===== src/hdl/decoder_defs.svh =====
`ifndef DECODER_DEFS_SVH
`define DECODER_DEFS_SVH

`define MASTERS 6
`define M_CPU 0
`define M_USB 5
`define ADDR_W 24
`define BLK_W 5

`define MMR_TOP 24'h0000BF
`define DUAL_ACCESS_RAM_TOP 24'h00FFFF
`define SINGLE_ACCESS_RAM_LO 24'h010000
`define SINGLE_ACCESS_RAM_TOP 24'h03FFFF
`define EXT_LO 24'h050000
`define CS2_LO 24'h400000
`define CS3_LO 24'h800000
`define CS4_LO 24'hC00000
`define CS5_LO 24'hE00000
`define ROM_LO 24'hFE0000

`define RAM_BLK_LSB 13
`define ROM_BLK_LSB 15
`define SINGLE_ACCESS_RAM_BLK_BASE 5'h08
`define DUAL_ACCESS_RAM_BLOCKS 8
`define SINGLE_ACCESS_RAM_BLOCKS 24
`define ROM_BLOCKS 4
`define EXT_SPACES 5
`define DUAL_ACCESS_RAM_PORTS 2

`define IO_W 16
`define IO_WINS 22
`define IO_LO {16'h8000, 16'h7000, 16'h3B00, 16'h3A00, 16'h3000, 16'h2B00, 16'h2A00, \
  16'h2900, 16'h2800, 16'h1C00, 16'h1B00, 16'h1A00, 16'h1900, 16'h1880, 16'h1840, \
  16'h1800, 16'h1000, 16'h0F00, 16'h0E00, 16'h0D00, 16'h0C00, 16'h0000}
`define IO_HI {16'hFFFF, 16'h70FF, 16'h3B7F, 16'h3A7F, 16'h300F, 16'h2B40, 16'h2A40, \
  16'h2940, 16'h2840, 16'h1CFF, 16'h1B1F, 16'h1A6C, 16'h197F, 16'h189F, 16'h185F, \
  16'h181F, 16'h10DD, 16'h0F7F, 16'h0E7F, 16'h0D7F, 16'h0C7F, 16'h0004}
`define IO_DMA_OK 22'h2DEC20

`endif


===== src/hdl/decoder_pkg.sv =====
package decoder_pkg;

  typedef enum logic [6:0]
  {
    KIND_NONE = 7'h01,
    KIND_MMR = 7'h02,
    KIND_DUAL_ACCESS_RAM = 7'h04,
    KIND_SINGLE_ACCESS_RAM = 7'h08,
    KIND_ROM = 7'h10,
    KIND_EXT = 7'h20,
    KIND_IO = 7'h40
  } region_e;

endpackage


===== src/hdl/memory_region_decode.sv =====
`timescale 1ns/1ns
`include "decoder_defs.svh"
module memory_region_decode
(
  input wire logic [`ADDR_W-1:0] addr,
  input wire logic rom_unmap_flag,
  output decoder_pkg::region_e region,
  output logic [`BLK_W-1:0] blk
);
  import decoder_pkg::*;

  wire is_mmr = addr <= `MMR_TOP;
  wire is_dual_access_ram = addr <= `DUAL_ACCESS_RAM_TOP;
  wire is_single_access_ram = addr >= `SINGLE_ACCESS_RAM_LO && addr <= `SINGLE_ACCESS_RAM_TOP;
  wire is_rom = addr >= `ROM_LO;
  wire is_ext = addr >= `EXT_LO && !is_rom;
  wire [`BLK_W-1:0] ram_blk = addr[`RAM_BLK_LSB +: `BLK_W];
  wire [`BLK_W-1:0] ext_idx = (addr >= `CS5_LO) ? 5'h04 :
    (addr >= `CS4_LO) ? 5'h03 :
    (addr >= `CS3_LO) ? 5'h02 :
    (addr >= `CS2_LO) ? 5'h01 : 5'h00;

  // 040000h..04FFFFh and an unmapped rom fall to none
  assign region = is_mmr ? KIND_MMR :
    is_dual_access_ram ? KIND_DUAL_ACCESS_RAM :
    is_single_access_ram ? KIND_SINGLE_ACCESS_RAM :
    is_ext ? KIND_EXT :
    (is_rom && !rom_unmap_flag) ? KIND_ROM : KIND_NONE;

  assign blk = is_single_access_ram ? ram_blk - `SINGLE_ACCESS_RAM_BLK_BASE :
    is_ext ? ext_idx :
    is_rom ? {3'h0, addr[`ROM_BLK_LSB +: 2]} : ram_blk;
endmodule


===== src/hdl/io_window_decode.sv =====
`timescale 1ns/1ns
`include "decoder_defs.svh"
module io_window_decode
(
  input wire logic [`IO_W-1:0] word_addr,
  output logic [`IO_WINS-1:0] hit
);
  localparam logic [`IO_WINS*`IO_W-1:0] WIN_LO = `IO_LO;
  localparam logic [`IO_WINS*`IO_W-1:0] WIN_HI = `IO_HI;

  // gaps between windows hit nothing and stay reserved
  genvar w;
  generate
    for (w = 0; w < `IO_WINS; w++)
    begin : g_win
      assign hit[w] = word_addr >= WIN_LO[w*`IO_W +: `IO_W] &&
        word_addr <= WIN_HI[w*`IO_W +: `IO_W];
    end
  endgenerate
endmodule


===== src/hdl/address_decoder.sv =====
`timescale 1ns/1ns
`include "decoder_defs.svh"
module address_decoder
(
  input wire logic ref_clk,
  input wire logic rst,
  input wire logic [`MASTERS-1:0] req,
  input wire logic [`MASTERS-1:0] req_io,
  input wire logic [`MASTERS-1:0][`ADDR_W-1:0] req_addr,
  input wire logic rom_unmap_write,
  input wire logic rom_unmap_value,
  input wire logic sdram_pair_mode,
  output logic [`MASTERS-1:0] grant,
  output logic [`MASTERS-1:0] stall,
  output logic [`MASTERS-1:0] zero_read,
  output logic rom_unmap_flag,
  output logic cpu_mapped_registers_sel,
  output logic [`DUAL_ACCESS_RAM_BLOCKS-1:0] dual_access_ram_sel,
  output logic [`DUAL_ACCESS_RAM_BLOCKS-1:0] dual_access_ram_double,
  output logic [`SINGLE_ACCESS_RAM_BLOCKS-1:0] single_access_ram_sel,
  output logic [`ROM_BLOCKS-1:0] rom_sel,
  output logic [`EXT_SPACES-1:0] external_space_select_n,
  output logic sdram_space_select_b_n,
  output logic [`IO_WINS-1:0] io_window_sel,
  output logic [`IO_W-1:0] io_word_addr
);
  import decoder_pkg::*;

  localparam logic [`IO_WINS-1:0] DMA_IO_OK = `IO_DMA_OK;

  wire [`MASTERS-1:0] act;
  wire [`MASTERS-1:0] stall_now;
  wire [`MASTERS-1:0] gnt_now;
  wire [`MASTERS-1:0] zero_now;
  wire [`MASTERS-1:0] mmr_now;
  wire [11:0] key [`MASTERS];
  wire [`MASTERS-1:0] same [`MASTERS];
  wire [`DUAL_ACCESS_RAM_BLOCKS-1:0] da_oh [`MASTERS];
  wire [`SINGLE_ACCESS_RAM_BLOCKS-1:0] sa_oh [`MASTERS];
  wire [`ROM_BLOCKS-1:0] rom_oh [`MASTERS];
  wire [`EXT_SPACES-1:0] ext_oh [`MASTERS];
  wire [`IO_WINS-1:0] io_oh [`MASTERS];

  logic [`DUAL_ACCESS_RAM_BLOCKS-1:0] next_da;
  logic [`DUAL_ACCESS_RAM_BLOCKS-1:0] next_da2;
  logic [`SINGLE_ACCESS_RAM_BLOCKS-1:0] next_sa;
  logic [`ROM_BLOCKS-1:0] next_rom;
  logic [`EXT_SPACES-1:0] next_ext;
  logic [`IO_WINS-1:0] next_io;
  logic [`IO_W-1:0] next_io_addr;

  // index 0 is the CPU, 1..4 the DMA engines, 5 the USB DMA
  genvar m, k;
  generate
    for (m = 0; m < `MASTERS; m++)
    begin : g_master
      region_e mem_kind;
      region_e kind;
      logic [`BLK_W-1:0] blk;
      logic [`IO_WINS-1:0] io_hit;
      logic io_ok;

      memory_region_decode u_mem
      (
        .addr(req_addr[m]),
        .rom_unmap_flag(rom_unmap_flag),
        .region(mem_kind),
        .blk(blk)
      );

      io_window_decode u_io
      (
        .word_addr(req_addr[m][`IO_W-1:0]),
        .hit(io_hit)
      );

      // usb dma has no i/o path; dma only sees the listed windows
      assign io_ok = (m == `M_CPU) ? |io_hit :
        (m == `M_USB) ? 1'b0 : |(io_hit & DMA_IO_OK);

      assign kind = !req[m] ? KIND_NONE :
        req_io[m] ? (io_ok ? KIND_IO : KIND_NONE) :
        (m == `M_USB && (mem_kind == KIND_DUAL_ACCESS_RAM || mem_kind == KIND_MMR)) ? KIND_NONE :
        mem_kind;

      // one external_memory_interface and one i/o path: block index ignored there
      assign key[m] = {kind, (kind == KIND_EXT || kind == KIND_IO) ? 5'h00 : blk};
      assign act[m] = req[m] && kind != KIND_NONE;
      assign zero_now[m] = req[m] && kind == KIND_NONE;
      assign mmr_now[m] = gnt_now[m] && kind == KIND_MMR;

      for (k = 0; k < `MASTERS; k++)
      begin : g_peer
        if (k < m)
        begin : g_higher
          assign same[m][k] = act[k] && key[k] == key[m];
        end
        else
        begin : g_lower
          assign same[m][k] = 1'b0;
        end
      end

      // dual-access blocks serve two, everything else one
      assign stall_now[m] = act[m] && ((kind == KIND_DUAL_ACCESS_RAM) ?
        ($countones(same[m]) >= `DUAL_ACCESS_RAM_PORTS) : |same[m]);
      assign gnt_now[m] = req[m] && !stall_now[m];

      assign da_oh[m] = (gnt_now[m] && kind == KIND_DUAL_ACCESS_RAM) ?
        `DUAL_ACCESS_RAM_BLOCKS'(8'h01 << blk[2:0]) : '0;
      assign sa_oh[m] = (gnt_now[m] && kind == KIND_SINGLE_ACCESS_RAM) ?
        `SINGLE_ACCESS_RAM_BLOCKS'(24'h000001 << blk) : '0;
      assign rom_oh[m] = (gnt_now[m] && kind == KIND_ROM) ?
        `ROM_BLOCKS'(4'h1 << blk[1:0]) : '0;
      assign ext_oh[m] = (gnt_now[m] && kind == KIND_EXT) ?
        `EXT_SPACES'(5'h01 << blk[2:0]) : '0;
      assign io_oh[m] = (gnt_now[m] && kind == KIND_IO) ? io_hit : '0;
    end
  endgenerate

  always_comb
  begin
    next_da = '0;
    next_da2 = '0;
    next_sa = '0;
    next_rom = '0;
    next_ext = '0;
    next_io = '0;
    next_io_addr = '0;
    for (int i = 0; i < `MASTERS; i++)
    begin
      next_da2 = next_da2 | (next_da & da_oh[i]);
      next_da = next_da | da_oh[i];
      next_sa = next_sa | sa_oh[i];
      next_rom = next_rom | rom_oh[i];
      next_ext = next_ext | ext_oh[i];
      next_io = next_io | io_oh[i];
      if (io_oh[i] != '0)
      begin
        next_io_addr = req_addr[i][`IO_W-1:0];
      end
    end
  end

  // flag follows hardware reset only; a soft reset leaves it alone
  always_ff @(posedge ref_clk or posedge rst)
  begin
    if (rst)
    begin
      rom_unmap_flag <= 1'b0;
    end
    else if (rom_unmap_write)
    begin
      rom_unmap_flag <= rom_unmap_value;
    end
  end

  always_ff @(posedge ref_clk or posedge rst)
  begin
    if (rst)
    begin
      grant <= '0;
      stall <= '0;
      zero_read <= '0;
      cpu_mapped_registers_sel <= 1'b0;
      dual_access_ram_sel <= '0;
      dual_access_ram_double <= '0;
      single_access_ram_sel <= '0;
      rom_sel <= '0;
      external_space_select_n <= '1;
      sdram_space_select_b_n <= 1'b1;
      io_window_sel <= '0;
      io_word_addr <= '0;
    end
    else
    begin
      grant <= gnt_now;
      stall <= stall_now;
      zero_read <= zero_now;
      cpu_mapped_registers_sel <= |mmr_now;
      dual_access_ram_sel <= next_da;
      dual_access_ram_double <= next_da2;
      single_access_ram_sel <= next_sa;
      rom_sel <= next_rom;
      external_space_select_n <= ~next_ext;
      sdram_space_select_b_n <= ~(next_ext[0] && sdram_pair_mode);
      io_window_sel <= next_io;
      io_word_addr <= next_io_addr;
    end
  end

  // checks
  wire cpu_mem = req[0] && !req_io[0];
  wire dma0_mem = req[1] && !req_io[1];
  wire [`ADDR_W-1:0] a0 = req_addr[0];
  wire [`ADDR_W-1:0] a1 = req_addr[1];
  wire [`ADDR_W-1:0] a2 = req_addr[2];
  wire cpu_sa = a0 >= `SINGLE_ACCESS_RAM_LO && a0 <= `SINGLE_ACCESS_RAM_TOP;
  wire same_sa = a0[`RAM_BLK_LSB +: `BLK_W] == a1[`RAM_BLK_LSB +: `BLK_W];
  wire three_da = cpu_mem && dma0_mem && req[2] && !req_io[2] &&
    a0 > `MMR_TOP && a0 <= `DUAL_ACCESS_RAM_TOP && a1[23:13] == a0[23:13] && a2[23:13] == a0[23:13] &&
    a1 > `MMR_TOP && a2 > `MMR_TOP;

  a_usb_no_dual_access_ram: assert property (@(posedge ref_clk) disable iff (rst)
    (req[`M_USB] && !req_io[`M_USB] && req_addr[`M_USB] <= `DUAL_ACCESS_RAM_TOP)
    |=> (zero_read[`M_USB] && grant[`M_USB]))
    else $error("usb dma reached dual-access ram");

  a_mmr_low_bytes: assert property (@(posedge ref_clk) disable iff (rst)
    (cpu_mem && a0 <= `MMR_TOP) |=> (cpu_mapped_registers_sel && grant[0] && !zero_read[0]))
    else $error("low bytes not sent to cpu registers");

  a_single_access_ram_priority: assert property (@(posedge ref_clk) disable iff (rst)
    (cpu_mem && dma0_mem && cpu_sa && same_sa && a1[23:18] == a0[23:18])
    |=> (grant[0] && stall[1] && !grant[1] && $onehot(single_access_ram_sel)))
    else $error("single-access conflict not resolved by priority");

  a_dual_access_ram_two_ports: assert property (@(posedge ref_clk) disable iff (rst)
    three_da |=> (grant[0] && grant[1] && stall[2] && dual_access_ram_double != '0))
    else $error("dual-access block did not take exactly two");

  a_rom_unmapped: assert property (@(posedge ref_clk) disable iff (rst)
    (rom_unmap_flag && cpu_mem && a0 >= `ROM_LO) |=> (zero_read[0] && external_space_select_n == '1))
    else $error("rom range still mapped with flag set");

  a_flag_load: assert property (@(posedge ref_clk) disable iff (rst)
    rom_unmap_write |=> (rom_unmap_flag == $past(rom_unmap_value)))
    else $error("rom unmap flag did not load");

  a_sdram_pair: assert property (@(posedge ref_clk) disable iff (rst)
    (cpu_mem && a0 >= `EXT_LO && a0 < `CS2_LO)
    |=> (!external_space_select_n[0] && sdram_space_select_b_n == !$past(sdram_pair_mode)))
    else $error("sdram space selects wrong");

  a_ext_top_space: assert property (@(posedge ref_clk) disable iff (rst)
    (cpu_mem && a0 >= `CS5_LO && a0 < `ROM_LO && !rom_unmap_flag)
    |=> (!external_space_select_n[4] && $countones(~external_space_select_n) == 1))
    else $error("top external space not selected alone");

  a_io_gap_empty: assert property (@(posedge ref_clk) disable iff (rst)
    (req[0] && req_io[0] && a0[15:0] >= 16'h1D00 && a0[15:0] <= 16'h27FF) |=> zero_read[0])
    else $error("reserved i/o gap selected a window");

  a_dma_io_filter: assert property (@(posedge ref_clk) disable iff (rst)
    (req[1] && req_io[1] && a1[15:0] >= 16'h1800 && a1[15:0] <= 16'h181F) |=> zero_read[1])
    else $error("dma reached a timer window");

  a_usb_no_io: assert property (@(posedge ref_clk) disable iff (rst)
    (req[`M_USB] && req_io[`M_USB]) |=> (zero_read[`M_USB] && grant[`M_USB]))
    else $error("usb dma reached i/o space");

  a_io_addr_word: assert property (@(posedge ref_clk) disable iff (rst)
    (req[0] && req_io[0] && !zero_now[0]) |=> (grant[0] && io_word_addr == $past(a0[15:0])))
    else $error("i/o word address not passed on");

  a_mem_gap_zero: assert property (@(posedge ref_clk) disable iff (rst)
    (cpu_mem && a0 > `SINGLE_ACCESS_RAM_TOP && a0 < `EXT_LO) |=> (zero_read[0] && grant[0]))
    else $error("reserved memory gap selected something");

  a_idle_gap_empty: assert property (@(posedge ref_clk) disable iff (rst)
    (req[0] && req_io[0] && a0[15:0] >= 16'h0005 && a0[15:0] <= 16'h0BFF) |=> zero_read[0])
    else $error("reserved low i/o gap selected a window");

  a_external_memory_interface_gap_empty: assert property (@(posedge ref_clk) disable iff (rst)
    (req[0] && req_io[0] && a0[15:0] >= 16'h10EE && a0[15:0] <= 16'h17FF) |=> zero_read[0])
    else $error("reserved i/o gap after external_memory_interface selected a window");

  a_grant_or_stall: assert property (@(posedge ref_clk) disable iff (rst)
    (grant & stall) == '0)
    else $error("master granted and stalled together");

  a_rom_mapped: assert property (@(posedge ref_clk) disable iff (rst)
    (!rom_unmap_flag && cpu_mem && a0 >= `ROM_LO) |=> (rom_sel != '0 && !zero_read[0] && grant[0]))
    else $error("rom range not mapped with flag clear");

  a_dual_access_ram_select: assert property (@(posedge ref_clk) disable iff (rst)
    (cpu_mem && a0 > `MMR_TOP && a0 <= `DUAL_ACCESS_RAM_TOP) |=> (dual_access_ram_sel != '0 && grant[0]))
    else $error("dual-access range not selected");
endmodule


===== config.mk =====
export PLATFORM = sky130hd
export DESIGN_NAME = address_decoder
export DESIGN_NICKNAME = d
export VERILOG_FILES = /design/src/hdl/decoder_pkg.sv /design/src/hdl/memory_region_decode.sv /design/src/hdl/io_window_decode.sv /design/src/hdl/address_decoder.sv
export VERILOG_INCLUDE_DIRS = /design/src /design/src/hdl
export SDC_FILE = /design/constraint.sdc
export NUM_CORES = 1
export LEC_CHECK = 0
export BUFFER_PORTS_ARGS = -buffer_cell sky130_fd_sc_hd__buf_2
export CORE_MARGIN = 3
export CORE_UTILIZATION = 58
export CTS_CLUSTER_SIZE = 25
export DETAILED_ROUTE_END_ITERATION = 10
export PLACE_DENSITY = 0.83
export SLEW_MARGIN = 20
export SYNTH_ARGS = -nofsm -noshare
export SYNTH_HDL_FRONTEND = slang
export SYNTH_SLANG_ARGS = --single-unit
export TNS_END_PERCENT = 30

===== constraint.sdc =====
create_clock -name ref_clk -period 4.8 [get_ports ref_clk]
set_clock_uncertainty 0.2 [all_clocks]
set_input_delay 1.2 -clock ref_clk [delete_from_list [all_inputs] [get_ports ref_clk]]
set_output_delay 1.2 -clock ref_clk [all_outputs]
set_load 0.1 [all_outputs]

==> results of run 1 <==
kinds of logic after synthesis:
| logic type | count (synthesis) |
|---|---|
| AO/OA/AOI/OAI | 575 |
| XOR/XNOR | 70 |
| adder cells (fa/ha/maj) | 18 |
| buffers and inverters | 183 |
| flip-flops | 107 |
| multiplexers | 22 |
| other | 1 |
| AND/OR/NAND/NOR | 920 |
routing by layer:
layer	GRT usage	overflow
met4	1.03	309
met5	0.714	16
met3	0.882	108
met1	0.922	108
met2	1.15	952
cells in the mapped netlist, types with 11 or more instances:
cell type,n
a211o_1,17
a211oi_1,15
a21oi_1,82
a221o_1,17
a221oi_1,17
a22o_1,20
a22oi_1,33
a31oi_1,28
a32oi_1,21
and2_1,33
and3_1,30
buf_2,26
clkbuf_1,73
dfrtp_1,101
ha_1,15
inv_1,63
mux2i_1,14
nand2_1,214
nand2b_1,31
nand3_1,100
nand4_1,41
nor2_1,213
nor2b_1,19
nor3_1,68
nor3b_1,11
nor4_1,37
nor4_2,11
o2111ai_1,17
o211ai_1,57
o21a_1,14
o21ai_0,58
o21ai_1,11
o221ai_1,12
o32ai_1,17
or3_1,17
or4_1,15
xnor2_1,51
xor2_1,19
repair_timing:
item / in CTS
resized for setup: 117
endpoints found under the setup margin: 84
buffers inserted: 57
pin swaps: 54
metrics by stage:
step / area, um2 / setup slack (ps) / std cells / setup TNS [ps] / hold WS [ps]
global placement: 20200 / -1100 / 3039 / -65650 / 806
detailed placement: 20200 / -1470 / 3039 / -92680 / 862
CTS: 21500 / -777 / 3111 / -38720 / 753
floorplan: 14000 / -728 / 1896 / -34370 / 1030
==> results_dict.tcl, run 1 <==
set metrics [dict create \
    synthAdderAreaFrac 0.0167 \
    synthesis.area_um2 13700 \
    grt-ovfl-total 1493 \
    die_height_um 160 \
    synthFlopType "dfrtp_1" \
    finalWeightedCongestion 1.35 \
    clockRootBuffer "clkbuf_16" \
    synth-async-reset-ratio 1.00 \
    yosysWarningCount 0 \
    status "stopped before the end" \
    postCtsHoldBufs 0 \
    yosys.area_share.simple 0.354 \
    synth_xor_area_frac 0.0447 \
    synth-compound-area-share 0.315 \
    dp_hpwl_um 63100 \
    initial_core_util 0.599 \
    synth_edf_count 0 \
    stop_error "[ERROR GRT-0116] Global routing finished with congestion. Check the congestion regions in the DRC Viewer." \
    cts_htree_levels 3 \
    syn_inst 1896 \
    yosysSeqAreaShare 0.196 \
    portBuffers 267 \
    synth_top_area_share 0.184 \
    synthesis.nets 2073 \
    cts_sinks 107 \
    avgSynthCellArea_um2 7.24 \
    synth_top_family_by_area "simple AND/OR/NAND/NOR gates" \
    grt_max_degree 92 \
    grt_pass1_wl_um 198000 \
    synth_top_cell_by_area "dfrtp_1" \
    rows 55 \
    netlist_top_cells_area "dfrtp_1, nand2_1, nor2_1" \
    yosys-mux-area-fraction 0.0168 \
    die_w_um 160 \
    gr-usage-all-layers 0.988 \
    outcome.stop_stage "global routing" \
    ioPinCount 269 \
    ys_ff_latch 107 \
    synth_cell_type_count 110 \
    clk_path_buf_depth 2 \
    numCtsBuffers 9 \
    grt_pass1_vias 30300 \
]
==> run 2, diff against run 1 <==
--- a/config.mk
+++ b/config.mk
@@ -8,10 +8,9 @@
 export LEC_CHECK = 0
 export BUFFER_PORTS_ARGS = -buffer_cell sky130_fd_sc_hd__buf_2
 export CORE_MARGIN = 3
-export CORE_UTILIZATION = 58
-export CTS_CLUSTER_SIZE = 25
+export CORE_UTILIZATION = 40
 export DETAILED_ROUTE_END_ITERATION = 10
-export PLACE_DENSITY = 0.83
+export PLACE_DENSITY_LB_ADDON = 0.15
 export SLEW_MARGIN = 20
 export SYNTH_ARGS = -nofsm -noshare
 export SYNTH_HDL_FRONTEND = slang
==> results_dict.tcl, run 2 <==
set metrics [dict create \
    final_common_cell "buf_4" \
    status "complete, but fails checks" \
    layout_setup_ws_ps -765 \
    avgSynthCellArea_um2 7.24 \
    clockRootBuffer "clkbuf_16" \
    cp.depth 19 \
    finalWeightedCongestion 1.15 \
    synth_cell_type_count 110 \
    drc 0 \
    worstPathArrival_ps 5640 \
    cts.clk_slew.worst_paths_ps 80 \
    cts_htree_levels 3 \
    yosysWarningCount 0 \
    area_delta_synth_final_pct 65.2 \
    postCtsHoldBufs 0 \
    fin_nets 3038 \
    hp-class "input pin to register" \
    syn_inst 1896 \
    max_freq_mhz 180 \
    grt_setup_unrepaired "true" \
    gr-usage-all-layers 0.451 \
    required_ps 4880 \
    hold_viol 0 \
    die-area_um2 36600 \
    yosysMostFrequentCell "nand2_1" \
    cp_top_family "simple AND/OR/NAND/NOR gates" \
    viasPerCell 6.45 \
    largestRegisters "single_access_ram_sel: 24 flops, io_window_sel: 22 flops, io_word_addr: 16 flops" \
    worstSetupPathType "input pin to register" \
    core-area_um2 33700 \
    synth_top_cell_by_area "dfrtp_1" \
    final_antenna_net_count 0 \
    p_leak_nw 10.4 \
    synth-async-reset-ratio 1.00 \
    ys_ff_latch 107 \
    synthesis.area_um2 13700 \
    hold_depth 2 \
    peakVddDrop_v 0.000240 \
    die_height_um 191 \
    initial_core_util 0.407 \
    antenna_found_initial 5 \
    path_buf_inv 4 \
    worst_pin_slew_ps 887 \
    grt_pass1_vias 20100 \
    crit_path_top_delay_cell "o41a_1" \
    path_cells "buf_2, buf_4, or4bb_1, a21oi_1, o211ai_1, nand3_1, o41a_1, nor2_4, xnor2_1, or4_1, or4_4, fa_1, nor3_2, a31oi_1, a211o_2, clkinv_4, nor3b_4, buf_12, a221o_1" \
    synthFlopType "dfrtp_1" \
    grt-ovfl-total 0 \
    hold_ws_ps 759 \
    grt_max_degree 69 \
    max-slew-margin-rel 0.408 \
    final_cell_mix "buf_4, buf_2, nand2_1, nor2_1, dfrtp_1" \
    placed_cells 3275 \
    stdcell_area_um2 22700 \
    firstDrtPassIters 6 \
    rows 67 \
    drt-total-wl_um 85800 \
    tritoncts "built" \
    cts_sinks 107 \
    min_period_ps 5560 \
    yosysSeqAreaShare 0.196 \
    synth_edf_count 0 \
    drv_cap 0 \
    rr_worst_depth 16 \
    clk_latency_ps 400 \
    max_stage_delay_ps 550 \
    p_total_mw 3.65 \
    drive_gt1_frac 0.452 \
    grt_pass1_wl_um 124000 \
    stdcell_count 3316 \
    crit_fanout 8 \
    place_area_um2 21300 \
    place_ws_ps -1360 \
    period_share 1.16 \
    synthesis.nets 2073 \
    drv_slew 0 \
    wire_per_inst_um 25.9 \
    portBuffers 267 \
    drt-initial-drc-count 2845 \
    largest_register_ffs 24 \
    dp_hpwl_um 69900 \
    finalSetupViolations 79 \
    clk_path_buf_depth 2 \
    dr_total_vias 21400 \
    numCtsBuffers 9 \
    ioPinCount 269 \
    cp-end-kind "register" \
    largest-register "single_access_ram_sel" \
    violations "setup timing" \
    netlist_top_cells_area "dfrtp_1, nand2_1, nor2_1" \
    synthTopCellsByCount "nand2_1, nor2_1, dfrtp_1, nand3_1, a21oi_1" \
    powerDensity_nw_per_um2 161 \
    start_kind "input pin" \
    synth_top_area_share 0.184 \
    die_w_um 191 \
]
[run 2: cell counts after synthesis]
Identical to the previous run, type by type.
[run 2: cell families after synthesis]
family | count (synthesis) | share of synthesized area
AO/OA/AOI/OAI | 575 | 0.315
XOR/XNOR | 70 | 0.0447
adder cells (fa/ha/maj) | 18 | 0.0167
buffers and inverters | 183 | 0.0572
flip-flops | 107 | 0.196
multiplexers | 22 | 0.0168
other | 1 | 0.000273
AND/OR/NAND/NOR | 920 | 0.354
[run 2: path summary, 6_finish.rpt]
check / from / end / slack (ps)
worst min-delay path: sdram_pair_mode / sdram_space_select_b_n / 760
worst max-delay path: req_addr[12] / single_access_ram_sel[9] / -760
worst max register to register: rom_unmap_flag / dual_access_ram_double[4] / 110
max in group asynchronous: rst / external_space_select_n[4] / 2690
worst min register to register: rom_unmap_flag / rom_unmap_flag / 1020
min in group asynchronous: rst / io_window_sel[20] / 780
[run 2: worst register-to-register path: stages (launching register included)]
cell and delay (ps):
dfrtp_1 820, inv_1 350, nand3_1 220, buf_4 190, xor2_1 180, o211ai_1 120, nor3b_1 240, buf_4 160
o2111ai_1 130, or3_4 410, inv_1 70, ha_1 250, buf_4 170, a211o_1 310, or2_2 320, a22o_1 210
a32oi_2 220
[run 2: power breakdown]
part           total, mW  internal (mW)  switching, mW  leakage [nW]
logic               1.79          0.657           1.14          8.80
registers          0.957          0.941         0.0156          1.43
clock network      0.901          0.469          0.432         0.161
total               3.65           2.07           1.58          10.4
[run 2: area by class of cell]
cell class / count / area [um2]
Tap cell: 448 / 561
Clock buffer: 10 / 229
Inverter: 67 / 264
Sequential cell: 107 / 2690
Fill cell: 2918 / 11000
Clock inverter: 6 / 103
Multi-Input combinational cell: 1606 / 11100
Timing Repair Buffer: 1070 / 7710
Antenna cell: 2 / 5.00
[run 2: timing repair]
item                       in CTS  in global routing
gates resized for setup       117                 66
pin swaps                      38                 17
gates cloned                    1                  0
setup buffers                  21                  6
setup endpoints to repair      82                 86
[run 2: stage by stage]
stage	setup TNS [ps]	utilization
after global placement	-78910	0.633
after detailed placement	-80730	0.633
final	-35790	0.673
after floorplan	-34370	-
after global routing	-42460	0.673
after CTS	-28300	0.662
[run 2: routing by layer]
layer  vias up  global-route usage  wire, um  part of all wire
met5         -                   0       187            0.0022
met4         8               0.186      4460             0.052
met3       332               0.140     11700              0.14
met2      1629               0.688     36300              0.42
met1     10200               0.592     33100              0.39
li1       9244                   -         -                 -
(Power assumes the default switching activity.)
